==> config.mk <==
export PLATFORM = sky130hd
export DESIGN_NAME = dac_ctrl
export DESIGN_NICKNAME = d
export VERILOG_FILES = /design/src/core/dac_ctrl_pkg.sv /design/src/core/dac_ctrl.sv
export VERILOG_INCLUDE_DIRS = /design/src /design/src/core
export SDC_FILE = /design/constraint.sdc
export NUM_CORES = 1
export LEC_CHECK = 0
export CAP_MARGIN = 10
export CORE_MARGIN = 4
export CORE_UTILIZATION = 58
export CTS_CLUSTER_DIAMETER = 80
export CTS_CLUSTER_SIZE = 16
export DETAILED_ROUTE_END_ITERATION = 6
export DONT_BUFFER_PORTS = 1
export PLACE_DENSITY = 0.74
export SYNTH_ARGS = -nofsm -noshare
export SYNTH_HDL_FRONTEND = slang
export SYNTH_SLANG_ARGS = --single-unit
==> constraint.sdc <==
create_clock -name clk_sys -period 3.6 [get_ports clk_sys]
set_clock_uncertainty 0.2 [all_clocks]
set_input_delay 0.72 -clock clk_sys [delete_from_list [all_inputs] [get_ports clk_sys]]
set_output_delay 0.72 -clock clk_sys [all_outputs]
set_load 0.005 [all_outputs]
==> src/core/dac_ctrl_defines.svh <==
/*
 * Register offsets, field positions and reset values of the DAC control bank.
 * Assumes an 8-bit register port with byte-wide offsets as printed.
 */
`ifndef DAC_CTRL_DEFINES_SVH
`define DAC_CTRL_DEFINES_SVH

`define A_PAGE          12'h008
`define A_EN_LINK       12'h020
`define A_EN_DAC0       12'h021
`define A_EN_DAC1       12'h022
`define A_EN_CLK        12'h023
`define A_ST_LINK       12'h024
`define A_ST_DAC0       12'h025
`define A_ST_DAC1       12'h026
`define A_ST_CLK        12'h027
`define A_RT_LINK       12'h028
`define A_RT_DAC0       12'h029
`define A_RT_DAC1       12'h02a
`define A_RT_CLK        12'h02b
`define A_SUMMARY       12'h02c
`define A_SKIP          12'h036
`define A_WINDOW        12'h039
`define A_MODE          12'h03a
`define A_ROT           12'h03b
`define A_MUTE          12'h03f
`define A_CALDIV        12'h050
`define A_CALCTL        12'h051
`define A_CALSTAT       12'h052
`define A_FSC_LO        12'h059
`define A_FSC_HI        12'h05a
`define A_CALTUNE       12'h061

`define M_LINK          8'h1f
`define M_DAC           8'h09
`define M_CLK           8'h33
`define M_WINDOW        8'h7f
`define M_ROT           8'hf3
`define M_MUTE          8'h30

`define RST_PAGE        2'h3
`define RST_ROT         8'hb0
`define RST_CALDIV      8'h28
`define RST_CALCTL      8'h82
`define RST_FSC_LO      8'h28
`define RST_FSC_HI      8'h28
`define RST_CALTUNE     8'h60

`define B_DONE          4
`define B_ONESHOT       1
`define B_NCO_RST       4
`define B_ROT_SERDES    0
`define B_ROT_SOFT      1
`define B_MUTE0         4
`define B_START         0
`define CAL_LEN         8'h40

`endif

==> src/core/dac_ctrl_pkg.sv <==
/*
 * Types shared by the DAC control bank.
 * Assumes the defines header is included by users of the offsets.
 */
package dac_ctrl_pkg;
   typedef struct packed {
      logic       we;
      logic       re;
      logic [11:0] addr;
      logic [7:0] wdata;
   } reg_req_t;
   typedef enum logic [1:0] {CAL_IDLE, CAL_RUN} cal_state_t;
endpackage : dac_ctrl_pkg

==> src/core/dac_ctrl.sv <==
/*
 * Event routing, sync control, transmit muting and calibration registers.
 * Assumes event inputs and calibration results come from logic on clk_sys;
 * sync edge and transmit gate pins are asynchronous and are resynchronised.
 */
// Functional notes
// - Disabled events show live status; enabled events latch and pull their pin low.
// - Writing one to a latched status bit clears it; zero does nothing.
// - Route bit zero selects pin a, one selects pin b.
// - Link route register bits 4..0: jitter, not ready, lane, imag, real.
// - Per-converter route registers: bit 3 calibration done, bit 0 amp error.
// - Clocking route bits: 5 dll lost, 4 dll lock, 1 pll lost, 0 pll lock.
// - Summary bit reads OR of all four status registers.
// - Writing one to summary clears every latched status bit.
// - Pulse counting ignores programmed number of rising sync edges first.
// - Edge deviation beyond seven-bit window raises the jitter event.
// - Read-only rotation-complete flag, one after reset.
// - Monitor mode sets jitter flag when edge is outside window.
// - One-shot mode syncs once on the first edge after the skipped count, then returns to monitor.
// - Oscillator-reset bit resets all oscillators after rotation or digital reset.
// - Action bit 0 drops links and realigns serializer clocks on rotation.
// - Action bit 1 ramps datapath off and on with soft gain.
// - Mute select zeroes converter output while its gate pin is low.
// - Calibration status: bit 2 active, bit 1 failed, bit 0 complete.
// - Calibration control, status and full-scale fields are banked per converter by page.
// - Full-scale code is ten bits: two low, eight high.
// - Each set page bit selects one converter; both may be written.
module dac_ctrl #(
   parameter int SYNC_PERIOD = 64
) (
   input  wire logic        clk_sys,
   input  wire logic        rst,
   input  wire logic        ce,
   input  wire logic [11:0] addr,
   input  wire logic [7:0]  wdata,
   input  wire logic        wr_stb,
   input  wire logic        rd_stb,
   output logic [7:0]       rdata,
   input  wire logic [12:0] event_live,
   input  wire logic        digital_reset,
   input  wire logic        sync_edge_pin,
   input  wire logic        transmit_gate_pin_0,
   input  wire logic        transmit_gate_pin_1,
   input  wire logic [1:0]  calib_fail_in,
   output logic             event_pin_a_n,
   output logic             event_pin_b_n,
   output logic [1:0]       conv_mute,
   output logic             serdes_realign,
   output logic             soft_gain_ramp,
   output logic             oscillator_reset,
   output logic [9:0]       full_scale_code_0,
   output logic [9:0]       full_scale_code_1
);
   `include "dac_ctrl_defines.svh"

   // Reset full-scale code: upper eight bits beside the two low bits
   localparam logic [9:0] FSC_RST = {`RST_FSC_HI, 2'(`RST_FSC_LO & 8'h03)};

   initial begin
      if (SYNC_PERIOD < 2 || SYNC_PERIOD > 255) $error("SYNC_PERIOD out of range");
   end

   dac_ctrl_pkg::reg_req_t req;
   assign req = '{we: wr_stb, re: rd_stb, addr: addr, wdata: wdata};

   // Event vector: [4:0] link, [5] c0 amp, [6] c0 cal, [7] c1 amp, [8] c1 cal,
   // [9] pll lock, [10] pll lost, [11] dll lock, [12] dll lost
   logic [12:0] en_r;
   logic [12:0] route_r;
   logic [12:0] latch_r;
   logic [1:0]  page_r;
   logic [7:0]  skip_r;
   logic [7:0]  rot_r;
   logic [7:0]  mute_r;
   logic [7:0]  caldiv_r;
   logic [7:0]  caltune_r;
   logic [7:0]  window_r;
   logic        oneshot_r;
   logic        done_r;
   logic [7:0]  calctl_r [2];
   logic [9:0]  fsc_r [2];
   logic [2:0]  calstat_r [2];
   logic [7:0]  calcnt_r [2];
   dac_ctrl_pkg::cal_state_t cal_st_r [2];

   wire wr = ce && req.we;
   wire [7:0] wd = req.wdata;
   function automatic logic hit(input logic [11:0] a);
      hit = wr && (req.addr == a);
   endfunction : hit

   wire [12:0] wr_en_v = {wd[5], wd[4], wd[1], wd[0], wd[3], wd[0], wd[3], wd[0], wd[4:0]};
   wire [12:0] grp_link = 13'h001f;
   wire [12:0] grp_c0   = 13'h0060;
   wire [12:0] grp_c1   = 13'h0180;
   wire [12:0] grp_clk  = 13'h1e00;
   wire [12:0] clk_map  = {wd[5], wd[4], wd[1], wd[0], 9'h000};
   wire [12:0] c1_map   = {4'h0, wd[3], wd[0], 7'h00};
   wire [12:0] c0_map   = {6'h00, wd[3], wd[0], 5'h00};
   wire [12:0] ln_map   = {8'h00, wd[4:0]};

   // Status clear mask from the four status registers and the summary bit
   wire [12:0] clr_v = (hit(`A_ST_LINK) ? ln_map : 13'h0000)
                     | (hit(`A_ST_DAC0) ? c0_map : 13'h0000)
                     | (hit(`A_ST_DAC1) ? c1_map : 13'h0000)
                     | (hit(`A_ST_CLK)  ? clk_map : 13'h0000)
                     | ((hit(`A_SUMMARY) && wd[0]) ? 13'h1fff : 13'h0000);
   wire [12:0] dummy_unused = wr_en_v & (grp_link | grp_c0 | grp_c1 | grp_clk);

   // Sync edge pin: three stages, change taken when stages two and three agree
   logic [2:0] sp_r;
   logic [2:0] tga_r;
   logic [2:0] tgb_r;
   logic       sync_lvl_r;
   logic       gate0_r;
   logic       gate1_r;
   always_ff @(posedge clk_sys) begin
      if (rst) begin
         sp_r <= '0;
         tga_r <= '1;
         tgb_r <= '1;
         sync_lvl_r <= 1'b0;
         gate0_r <= 1'b1;
         gate1_r <= 1'b1;
      end else if (ce) begin
         sp_r  <= {sp_r[1:0], sync_edge_pin};
         tga_r <= {tga_r[1:0], transmit_gate_pin_0};
         tgb_r <= {tgb_r[1:0], transmit_gate_pin_1};
         if (sp_r[1] == sp_r[2]) sync_lvl_r <= sp_r[2];
         if (tga_r[1] == tga_r[2]) gate0_r <= tga_r[2];
         if (tgb_r[1] == tgb_r[2]) gate1_r <= tgb_r[2];
      end
   end
   logic sync_prev_r;
   wire  sync_rise = sync_lvl_r && !sync_prev_r;

   // Edge timing: period counter measures spacing between sync edges
   logic [7:0] since_r, skipcnt_r;
   logic       seen_r, jitter_r;
   wire [7:0] dev = (since_r > 8'(SYNC_PERIOD)) ? since_r - 8'(SYNC_PERIOD)
                                               : 8'(SYNC_PERIOD) - since_r;
   wire jitter_evt = sync_rise && seen_r && !oneshot_r && (dev > window_r);
   wire skipping   = skipcnt_r != 8'h00;
   wire do_rotate  = sync_rise && oneshot_r && !skipping;

   wire [12:0] live_v = {event_live[12:5], event_live[4] | jitter_r, event_live[3:0]};
   wire [12:0] latch_nxt = (latch_r & ~clr_v) | (live_v & en_r);
   wire [12:0] status_v  = (latch_r & en_r) | (live_v & ~en_r);
   wire        summary   = |status_v;
   wire        pin_a_on  = |(latch_r & en_r & ~route_r);
   wire        pin_b_on  = |(latch_r & en_r & route_r);

   always_ff @(posedge clk_sys) begin
      if (rst) begin
         en_r <= '0;
         route_r <= '0;
         latch_r <= '0;
         page_r <= `RST_PAGE;
         skip_r <= '0;
         window_r <= '0;
         oneshot_r <= 1'b0;
         done_r <= 1'b1;
         rot_r <= `RST_ROT;
         mute_r <= '0;
         caldiv_r <= `RST_CALDIV;
         caltune_r <= `RST_CALTUNE;
         sync_prev_r <= 1'b0;
         since_r <= '0;
         skipcnt_r <= '0;
         seen_r <= 1'b0;
         jitter_r <= 1'b0;
      end else if (ce) begin
         latch_r <= latch_nxt;
         sync_prev_r <= sync_lvl_r;
         jitter_r <= jitter_evt;
         if (sync_rise) since_r <= 8'h01;
         else if (since_r != 8'hff) since_r <= since_r + 8'h01;
         if (sync_rise) seen_r <= 1'b1;
         if (sync_rise && skipping) skipcnt_r <= skipcnt_r - 8'h01;
         if (do_rotate) begin
            oneshot_r <= 1'b0;
            done_r    <= 1'b1;
         end
         if (hit(`A_PAGE)) page_r <= wd[7:6];
         if (hit(`A_EN_LINK)) en_r[4:0] <= wd[4:0];
         if (hit(`A_EN_DAC0)) en_r[6:5] <= {wd[3], wd[0]};
         if (hit(`A_EN_DAC1)) en_r[8:7] <= {wd[3], wd[0]};
         if (hit(`A_EN_CLK))  en_r[12:9] <= {wd[5], wd[4], wd[1], wd[0]};
         if (hit(`A_RT_LINK)) route_r[4:0] <= wd[4:0];
         if (hit(`A_RT_DAC0)) route_r[6:5] <= {wd[3], wd[0]};
         if (hit(`A_RT_DAC1)) route_r[8:7] <= {wd[3], wd[0]};
         if (hit(`A_RT_CLK))  route_r[12:9] <= {wd[5], wd[4], wd[1], wd[0]};
         if (hit(`A_SKIP)) begin
            skip_r <= wd;
            skipcnt_r <= wd;
         end
         if (hit(`A_WINDOW)) window_r <= wd & `M_WINDOW;
         if (hit(`A_MODE) && wd[`B_ONESHOT]) begin
            oneshot_r <= 1'b1;
            done_r    <= 1'b0;
            skipcnt_r <= skip_r;
         end
         if (hit(`A_ROT)) rot_r <= wd & `M_ROT;
         if (hit(`A_MUTE)) mute_r <= wd;
         if (hit(`A_CALDIV)) caldiv_r <= wd;
         if (hit(`A_CALTUNE)) caltune_r <= wd;
      end
   end

   // Per-converter banks for calibration and full-scale code
   genvar g;
   for (g = 0; g < 2; g++) begin : g_bank
      wire sel = page_r[g];
      wire busy = cal_st_r[g] == dac_ctrl_pkg::CAL_RUN;
      always_ff @(posedge clk_sys) begin
         if (rst) begin
            calctl_r[g] <= `RST_CALCTL;
            fsc_r[g] <= FSC_RST;
            calstat_r[g] <= '0;
            calcnt_r[g] <= '0;
            cal_st_r[g] <= dac_ctrl_pkg::CAL_IDLE;
         end else if (ce) begin
            if (sel && hit(`A_CALCTL)) calctl_r[g] <= wd;
            if (sel && hit(`A_FSC_LO)) fsc_r[g][1:0] <= wd[1:0];
            if (sel && hit(`A_FSC_HI)) fsc_r[g][9:2] <= wd;
            case (cal_st_r[g])
               dac_ctrl_pkg::CAL_IDLE: begin
                  if (sel && hit(`A_CALCTL) && wd[`B_START]) begin
                     cal_st_r[g]  <= dac_ctrl_pkg::CAL_RUN;
                     calstat_r[g] <= 3'b100;
                     calcnt_r[g]  <= `CAL_LEN;
                  end
               end
               dac_ctrl_pkg::CAL_RUN: begin
                  if (calcnt_r[g] == 8'h00) begin
                     cal_st_r[g]  <= dac_ctrl_pkg::CAL_IDLE;
                     calstat_r[g] <= {1'b0, calib_fail_in[g], 1'b1};
                  end else begin
                     calcnt_r[g] <= calcnt_r[g] - 8'h01;
                  end
               end
               default: cal_st_r[g] <= dac_ctrl_pkg::CAL_IDLE;
            endcase
         end
      end
      wire unused_busy = busy;
   end

   // Complete flags gathered here are unused; calibration done events come from event_live
   wire [1:0] cal_done_live = {calstat_r[1][0], calstat_r[0][0]};
   wire       bank = !page_r[0] && page_r[1];
   wire [7:0] rd_mux =
        (req.addr == `A_PAGE)    ? {page_r, 6'h00} :
        (req.addr == `A_EN_LINK) ? {3'h0, en_r[4:0]} :
        (req.addr == `A_EN_DAC0) ? {4'h0, en_r[6], 2'h0, en_r[5]} :
        (req.addr == `A_EN_DAC1) ? {4'h0, en_r[8], 2'h0, en_r[7]} :
        (req.addr == `A_EN_CLK)  ? {2'h0, en_r[12:11], 2'h0, en_r[10:9]} :
        (req.addr == `A_ST_LINK) ? {3'h0, status_v[4:0]} :
        (req.addr == `A_ST_DAC0) ? {4'h0, status_v[6], 2'h0, status_v[5]} :
        (req.addr == `A_ST_DAC1) ? {4'h0, status_v[8], 2'h0, status_v[7]} :
        (req.addr == `A_ST_CLK)  ? {2'h0, status_v[12:11], 2'h0, status_v[10:9]} :
        (req.addr == `A_RT_LINK) ? {3'h0, route_r[4:0]} :
        (req.addr == `A_RT_DAC0) ? {4'h0, route_r[6], 2'h0, route_r[5]} :
        (req.addr == `A_RT_DAC1) ? {4'h0, route_r[8], 2'h0, route_r[7]} :
        (req.addr == `A_RT_CLK)  ? {2'h0, route_r[12:11], 2'h0, route_r[10:9]} :
        (req.addr == `A_SUMMARY) ? {7'h00, summary} :
        (req.addr == `A_SKIP)    ? skip_r :
        (req.addr == `A_WINDOW)  ? window_r :
        (req.addr == `A_MODE)    ? {3'h0, done_r, 2'h0, oneshot_r, 1'b0} :
        (req.addr == `A_ROT)     ? rot_r :
        (req.addr == `A_MUTE)    ? mute_r :
        (req.addr == `A_CALDIV)  ? caldiv_r :
        (req.addr == `A_CALCTL)  ? calctl_r[bank] :
        (req.addr == `A_CALSTAT) ? {5'h00, calstat_r[bank]} :
        (req.addr == `A_FSC_LO)  ? {6'h00, fsc_r[bank][1:0]} :
        (req.addr == `A_FSC_HI)  ? fsc_r[bank][9:2] :
        (req.addr == `A_CALTUNE) ? caltune_r : 8'h00;

   logic dig_prev_r;
   wire  dig_fall = dig_prev_r && !digital_reset;
   always_ff @(posedge clk_sys) begin
      if (rst) begin
         rdata <= '0;
         event_pin_a_n <= 1'b1;
         event_pin_b_n <= 1'b1;
         conv_mute <= '0;
         serdes_realign <= 1'b0;
         soft_gain_ramp <= 1'b0;
         oscillator_reset <= 1'b0;
         dig_prev_r <= 1'b0;
         full_scale_code_0 <= FSC_RST;
         full_scale_code_1 <= FSC_RST;
      end else if (ce) begin
         rdata <= req.re ? rd_mux : 8'h00;
         event_pin_a_n <= !pin_a_on;
         event_pin_b_n <= !pin_b_on;
         conv_mute <= {mute_r[`B_MUTE0 + 1] && !gate1_r, mute_r[`B_MUTE0] && !gate0_r};
         serdes_realign <= do_rotate && rot_r[`B_ROT_SERDES];
         soft_gain_ramp <= do_rotate && rot_r[`B_ROT_SOFT];
         oscillator_reset <= rot_r[`B_NCO_RST] && (do_rotate || dig_fall);
         dig_prev_r <= digital_reset;
         full_scale_code_0 <= fsc_r[0];
         full_scale_code_1 <= fsc_r[1];
      end
   end
   wire [1:0] unused_cd = cal_done_live;
endmodule : dac_ctrl

# Word-level counts from Yosys, hierarchy flattened
# Memory sizes are Yosys's and may differ from the RTL's. A register that Yosys moved wholly into a read port is not among the register bits.
# Index checks and enable logic that the tools add are counted.
# op_classes
add_sub_neg	6
magnitude_cmp	2
n_eq_ne	31
n_mux	125
bitwise	36
reduce_logical	94
# op_table
op	count
8-bit two-way mux	40
12-bit by 6-bit == test with 1-bit output, second input constant	18
13-bit AND	6
1-bit two-way mux	74
12-bit by 7-bit == test with 1-bit output, second input constant	6
1-bit logical AND	49
2-bit AND reduction	22
13-bit NOT	3
13-bit bitwise OR	3
13-bit OR reduction	3
13-bit two-way mux	2
8-bit by 1-bit subtractor with 8-bit output, second input constant	3
1-bit bitwise OR	21
8-bit zero test	2
9-bit by 13-bit bitwise OR with 13-bit output	1
12-bit by 4-bit == test with 1-bit output, second input constant	1
3-bit two-way mux	4
1-bit zero test	9
9-bit two-way mux	1
7-bit by 9-bit bitwise OR with 9-bit output	1
8-bit by 1-bit adder with 8-bit output, second input constant	1
8-bit by 7-bit > comparator with 1-bit output	1
8-bit by 7-bit > comparator with 1-bit output, second input constant	1
8-bit != test, second input constant	1
14 further kinds	21
# word_totals
reg_bits	135
ram_bits	60
input_bits	44
output_inout_bits	35
wordCells	336
memories	5
# memory_table
memory	words	width	read_ports	rd_clocked_by_memory_dff	wr	line_no	text
fsc_r	2	10	3	2	2	dac_ctrl.sv:81	logic [9:0] fsc_r [2];
calcnt_r	2	8	2	0	2	dac_ctrl.sv:83	logic [7:0] calcnt_r [2];
calctl_r	2	8	1	0	2	dac_ctrl.sv:80	logic [7:0] calctl_r [2];
calstat_r	2	3	1	0	2	dac_ctrl.sv:82	logic [2:0] calstat_r [2];
cal_st_r	2	1	2	0	2	dac_ctrl.sv:84	dac_ctrl_pkg::cal_state_t cal_st_r [2];

# Longest topological paths before layout
# Gate-level depths: netlist of run 1.
# An unclocked memory read counts as a cell.
# depth
word_depth	28
mapped_depth	13
ltp_nobuf	13

# Worst setup path after synthesis of run 1
# Ideal clock, no wire load.
# synth_path
path_kind	register -> register
startpoint	register since_r[0]
endpoint	register jitter_r
setup_time_ns	0.117
arrival_ns	2.671
required_ns	3.283
setup_slack_ns	0.612
path_stages_with_launch	14
path_buffers	0
synth_period_minus_slack_ns	2.988
path_cell_list	dfxtp_1 inv_1 ha_1 or3b_2 nor3_1 a21oi_1 mux2_2 ha_1 nor2b_1 o211ai_1 a31oi_1 nor3_1 o221ai_1 a22o_1
# synth_between
elab_chain_cells	4
elab_cells_between_ends	6
classes_between	add/sub (2); order compare (2); mux (1); reduce/logical (1)
# synth_lines
element	line_no	text
from (decl)	dac_ctrl.sv:138	logic [7:0] since_r, skipcnt_r;
from (signal assigned)	dac_ctrl.sv:177	else if (since_r != 8'hff) since_r <= since_r + 8'h01;
7-bit by 8-bit subtractor with 8-bit output, or another cell as far along	dac_ctrl.sv:141	: 8'(SYNC_PERIOD) - since_r;
8-bit two-way mux *	dac_ctrl.sv:140	wire [7:0] dev = (since_r > 8'(SYNC_PERIOD)) ? since_r - 8'(SYNC_PERIOD)
8-bit by 7-bit > comparator with 1-bit output *	dac_ctrl.sv:142	wire jitter_evt = sync_rise && seen_r && !oneshot_r && (dev > window_r);
1-bit logical AND *	dac_ctrl.sv:142	
to (signal assigned)	dac_ctrl.sv:175	jitter_r <= jitter_evt;
to (decl)	dac_ctrl.sv:139	logic seen_r, jitter_r;
# Mark *: on every way between the ends. The rest lies on a longest branch, timed or not.
# A chain may end at the register's enable or synchronous reset.

# Final worst setup path of run 1
# Same ends and word-level chain as after synthesis.

==> impl_metrics.ini, run 1 <==
[run_status]
status = completed

[timing]
rsz0062_at_grt = no
hold_violations = 0
worst_pin_slew_ps = 850.9
min_period_over_period_pct = 89.92
fin_crit_ps = 3237
timing.final.max_slew_violations = 0
max_slew_margin_pct = 42.47
max_freq_mhz = 308.9
setup-tns-final_ps = 0
setup_viol = 0
setup_ws_ps = 362.8

[setup_path]
reg2reg_from = since_r[0]
reg2reg_to = jitter_r
start_kind = flop
required_ps = 3800
arrival_ps = 3440
rrSetupSlack_ps = 360
endpoint_kind = flop
crit_type = flop to flop
r2r_cells = 13
cp_max_fo = 7

[detailed_routing]
wire_per_inst_um = 21.95
totalWireLength_um = 32830
drcViolationCount = 0
vias = 9575
drtIter0Drc = 1176
dr.pass1.iters = 5
avgViaCountPerCell = 6.400
postRouteAntennaNets = 0

[placed_design]
dp_slack_ps = 390.0
gp_congestion = 0.9617
port_buffers = 0
hpwl_um = 23300

[yosys]
yosysTopAreaCell = dfxtp_1
ys_types = 87
synth_fp_nets = 1333
syn_area_um2 = 11330
synth_ff_type = dfxtp_1
yosys_warnings = 0
syn_area_per_cell_um2 = 8.901
ys_ff_latch = 213
synth_edf_count = 58
seq_area_frac_synth_pct = 42.76
synth-async-reset-ratio_pct = 0
synth_cells = 1273
yosys-top-cells-area = dfxtp_1 (27%), edfxtp_1 (15%), mux2i_1 (5.9%)
synth_top_area_share_pct = 27.39

[layout]
antenna_cells = 0
utilization_pct = 62.92
drive_above_1_share_pct = 6.958
fin_nets = 1289
syn2layout_area_growth_pct = 5.256

[floorplan]
die_h_um = 147.8
initial_core_util_pct = 59.78
placementRows = 50
core_um2 = 18960
die_width_um = 147.8
io_pins = 79
die-area_um2 = 21840

[pwr]
power.total_mw = 4.598
irDropWorstVdd_v = 0.0003810
powerDensity_nw_per_um2 = 385.6
p_leak_nw = 4.170

[clocking]
hold_buffers = 0
cts.sinks = 213
clk_latency_ps = 500
cts_made_buffers = 17
ctsResizeCount = 0
post_cts_buffers = 0
cts.path.max_buffers = 3
clk_pin_slew_ps = 80
tritoncts = yes
cts_max_level = 1
cts_root_buf = clkbuf_16

[job]
cap_violations = 0

[worst_hold_path]
hp-start = rst
min_to = full_scale_code_1[9]
hold_class = input pin to flop
min_delay_path_depth = 1

[global_routing]
grt.total_usage_pct = 29.60
grt_first_pass_wirelength_um = 51510
grt.overflow.total = 0
grt_pass1_vias = 9081
grt_max_degree = 163
antenna_found_initial = 0
state kept, by name (all words and copies together), names as in the netlist, 8 cells and up:
register	flops
caldiv_r	8
full_scale_code_0	10
fsc_r	20
caltune_r	8
skipcnt_r	8
since_r	8
route_r	13
latch_r	13
rdata	8
en_r	13
full_scale_code_1	10
mute_r	8
calcnt_r	16
skip_r	8
calctl_r	16
logic make-up (layout without fill, tap and decap cells):
family	Yosys count	after routing	share of synthesized area, %
compound gates	278	278	16.39
mux	71	71	6.316
fa+ha+maj	16	16	1.767
buf+inv	120	83	4.814
simple gates	547	547	25.80
flops	213	213	42.76
xor+xnor	28	28	2.164
placed cells by master (no fill, tap or decap), types with 18 or more instances in the layout:
| cell type | instances |
|---|---|
| nand2_1 | 134 |
| nor3_1 | 20 |
| buf_4 | 26 |
| nor2_1 | 127 |
| a211oi_1 | 18 |
| inv_1 | 30 |
| a21oi_1 | 100 |
| nand4_1 | 25 |
| dfxtp_1 | 155 |
| mux2i_1 | 67 |
| nand3_1 | 60 |
| o21ai_0 | 33 |
| nand2b_1 | 21 |
| and2_1 | 35 |
| edfxtp_1 | 58 |
how the worst max path moves through the flow:
stage,start,endpoint,slack [ps],depth (start not counted)
finish,since_r[0],jitter_r,360,13
CTS,since_r[0],jitter_r,380,13
detailed placement,since_r[0],jitter_r,390,13
global placement,addr[9],rdata[3],460,6
global route,since_r[0],jitter_r,130,13
floorplan,since_r[0],jitter_r,610,13
per-stage QoR:
step | cells | hold slack (ps) | cell area (µm²)
after floorplan | 1273 | 226.7 | 11330
after global placement | 1470 | 235.2 | 11430
after detailed placement | 1470 | 240.7 | 11430
after CTS | 1496 | 98.53 | 11930
after global routing | 1496 | 103.0 | 11930
final | 1496 | 114.0 | 11930
cells in the mapped netlist (6+ instances only):
| master | n |
|---|---|
| xnor2_1 | 17 |
| a21oi_1 | 100 |
| buf_1 | 9 |
| a211oi_1 | 18 |
| ha_1 | 16 |
| and3_1 | 16 |
| nand3b_1 | 16 |
| o211ai_1 | 6 |
| a211o_1 | 16 |
| or3_1 | 8 |
| mux2i_1 | 67 |
| dfxtp_1 | 155 |
| buf_2 | 11 |
| nand2_1 | 134 |
| buf_6 | 7 |
| nand4_1 | 25 |
| nor4_1 | 18 |
| clkbuf_1 | 55 |
| nor3_1 | 20 |
| o22ai_1 | 16 |
| and2_1 | 35 |
| nor2b_1 | 18 |
| nand3_1 | 60 |
| inv_1 | 30 |
| a221oi_1 | 7 |
| nand2b_1 | 21 |
| o21bai_1 | 10 |
| a31oi_1 | 6 |
| nor2_1 | 127 |
| edfxtp_1 | 58 |
| a22oi_1 | 8 |
| o21ai_0 | 33 |
| nor4b_1 | 8 |
| xor2_1 | 11 |
power breakdown:
group / switching [mW] / internal (mW) / total [mW]
Clock: 0.852 / 0.950 / 1.80
Combinational: 0.158 / 0.109 / 0.267
Sequential: 0.0313 / 2.50 / 2.53
Total: 1.04 / 3.56 / 4.60
final cells by class:
type	count	area, µm²
fillers	1630	7029
clock buffers	23	447.9
inverters	31	116.4
repair buffers	26	195.2
flip-flops and latches	213	4845
multi-input cells	940	5949
clock inverters	3	47.55
well taps	260	325.3
per-layer routing:
metal  vias up  GRT usage, %  part of all wire, %
li1       4520             -                    -
met3        95         6.223                  9.4
met1      4502         40.58                   42
met5         -             0                    0
met4         0         9.832                  3.7
met2       458         46.96                   45
critical path, stage by stage (launching register included):
cell      delay, ps
dfxtp_1         370
inv_1           100
ha_1            150
or3b_2          450
nor3_1          180
a21oi_1         180
mux2_2          310
ha_1            280
nor2b_1         130
o211ai_1        150
a31oi_1         100
nor3_1          170
o221ai_1        160
a22o_1          220
No activity file was read; power rests on OpenSTA's default activity.
==> run 2: changes to the inputs <==
--- a/config.mk
+++ b/config.mk
@@ -11,2 +11,3 @@
 export CORE_UTILIZATION = 58
+export CTS_BUF_LIST = sky130_fd_sc_hd__clkbuf_8
 export CTS_CLUSTER_DIAMETER = 80
==> constraint.sdc (replaced) <==
create_clock -name clk_sys -period 3.6 [get_ports clk_sys]
set_clock_uncertainty 0.2 [all_clocks]
set_input_delay 0.36 -clock clk_sys [delete_from_list [all_inputs] [get_ports clk_sys]]
set_output_delay 0.36 -clock clk_sys [all_outputs]
set_load 0.005 [all_outputs]
==> impl_metrics.ini, run 2 (synthesis results as in run 1) <==
[run_status]
status = completed

[clocking]
clk_pin_slew_ps = 100
cts.path.max_buffers = 3
cts.sinks = 213
clk_latency_ps = 540
cts_max_level = 1
cts_made_buffers = 17
cts_root_buf = clkbuf_8
post_cts_buffers = 0
tritoncts = yes

[setup_path]
required_ps = 3810
cp_max_fo = 7
start_kind = flop
timing.critical_path.buf_inv = 1
slowest_stage = or3b_2
arrival_ps = 3470
rrSetupSlack_ps = 350
crit_type = flop to flop
crit_path_cell_trace = inv_1, ha_1, or3b_2, nor3_1, a21oi_1, mux2_2, ha_1, nor2b_1, o211ai_1, a31oi_1, nor3_1, o221ai_1, a22o_1
critPathTopFamily = simple AND/OR/NAND/NOR gates
critPathMaxStageDelay_ps = 460
endpoint_kind = flop

[placed_design]
placed_cells = 1468
hpwl_um = 22860
gp_congestion = 0.9768
port_buffers = 0
dpl_cell_area_um2 = 11420
dp_slack_ps = 360.9

[floorplan]
initial_core_util_pct = 59.78
die-area_um2 = 21840
core_um2 = 18960
io_pins = 79
die_h_um = 147.8
die_width_um = 147.8
placementRows = 50

[detailed_routing]
vias = 9891
drtIter0Drc = 1070
dr.pass1.iters = 5
drcViolationCount = 0
totalWireLength_um = 34590
postRouteAntennaNets = 0
avgViaCountPerCell = 6.439
wire_per_inst_um = 22.52

[job]
cap_violations = 0

[timing]
min_period_over_period_pct = 90.38
setup_viol = 0
fin_crit_ps = 3254
max_freq_mhz = 307.3
setup_ws_ps = 346.3
rsz0062_at_grt = no
hold-worst-slack_ps = 6.537
setup-tns-final_ps = 0
worst_pin_slew_ps = 1004
hold_violations = 0
max_slew_margin_pct = 32.86
timing.final.max_slew_violations = 0

[layout]
final_common_cell = dfxtp_1
final_cell_mix = dfxtp_1 (155), nand2_1 (134), nor2_1 (127), a21oi_1 (100), mux2i_1 (67)
largest_register_ffs = 20
fin_nets = 1329
drive_above_1_share_pct = 6.750
final_cells = 1536
syn2layout_area_growth_pct = 7.255
top_register = fsc_r
n_fill_cell = 1629
utilization_pct = 64.11
reg_top3 = fsc_r x20, calcnt_r x16, calctl_r x16
fin_area_um2 = 12150

[global_routing]
grt_max_degree = 153
grt.total_usage_pct = 30.71
antenna_found_initial = 0
grt_first_pass_wirelength_um = 53360
grt_pass1_vias = 9192
grt.overflow.total = 0

[pwr]
powerDensity_nw_per_um2 = 342.0
p_leak_nw = 4.276
power.total_mw = 4.156
irDropWorstVdd_v = 0.0002194

[worst_hold_path]
hold_class = input pin to flop
==> run 2: final cells by class <==
cell class / instances / area (µm²) / area share (%)
multi-input combinational: 940 / 5949 / 48.96
sequential: 213 / 4845 / 39.86
clock buffer: 17 / 234.0 / 1.925
inverter: 31 / 116.4 / 0.9575
timing repair buffer: 66 / 645.6 / 5.312
clock inverter: 7 / 32.53 / 0.2677
tap: 260 / 325.3 / 2.677
antenna: 2 / 5.005 / 0.04118
==> run 2: worst paths after layout <==
kind / endpoint / cells after the start / start
worst max-delay path: jitter_r / 13 / since_r[0]
worst min-delay path: event_pin_b_n / 3 / ce
worst max register to register: jitter_r / 13 / since_r[0]
worst min register to register: seen_r / 2 / seen_r
==> run 2: what timing repair did <==
action                    CTS  global route
hold buffers               42             0
hold endpoints to repair  204             0
resized for setup           0             0
==> run 2: report_power, final <==
part / leakage, nW / internal, mW / switching, mW
Combinational: 2.29 / 0.144 / 0.244
Sequential: 1.83 / 2.50 / 0.0317
Clock: 0.157 / 0.443 / 0.794
==> run 2: worst register-to-register path: stages (launching register included) <==
cell and delay (ps):
dfxtp_1 380, inv_1 100, ha_1 150, or3b_2 460
nor3_1 200, a21oi_1 180, mux2_2 310, ha_1 280
nor2b_1 130, o211ai_1 160, a31oi_1 100, nor3_1 150
o221ai_1 140, a22o_1 220
==> run 2: layer usage <==
layer | track usage (%) | share of wire (%) | vias to the layer above
li1 | - | - | 4602
met1 | 41.69 | 41 | 4675
met2 | 47.63 | 45 | 525
met3 | 7.879 | 10 | 89
met4 | 11.28 | 3.6 | 0
met5 | 0 | 0 | -
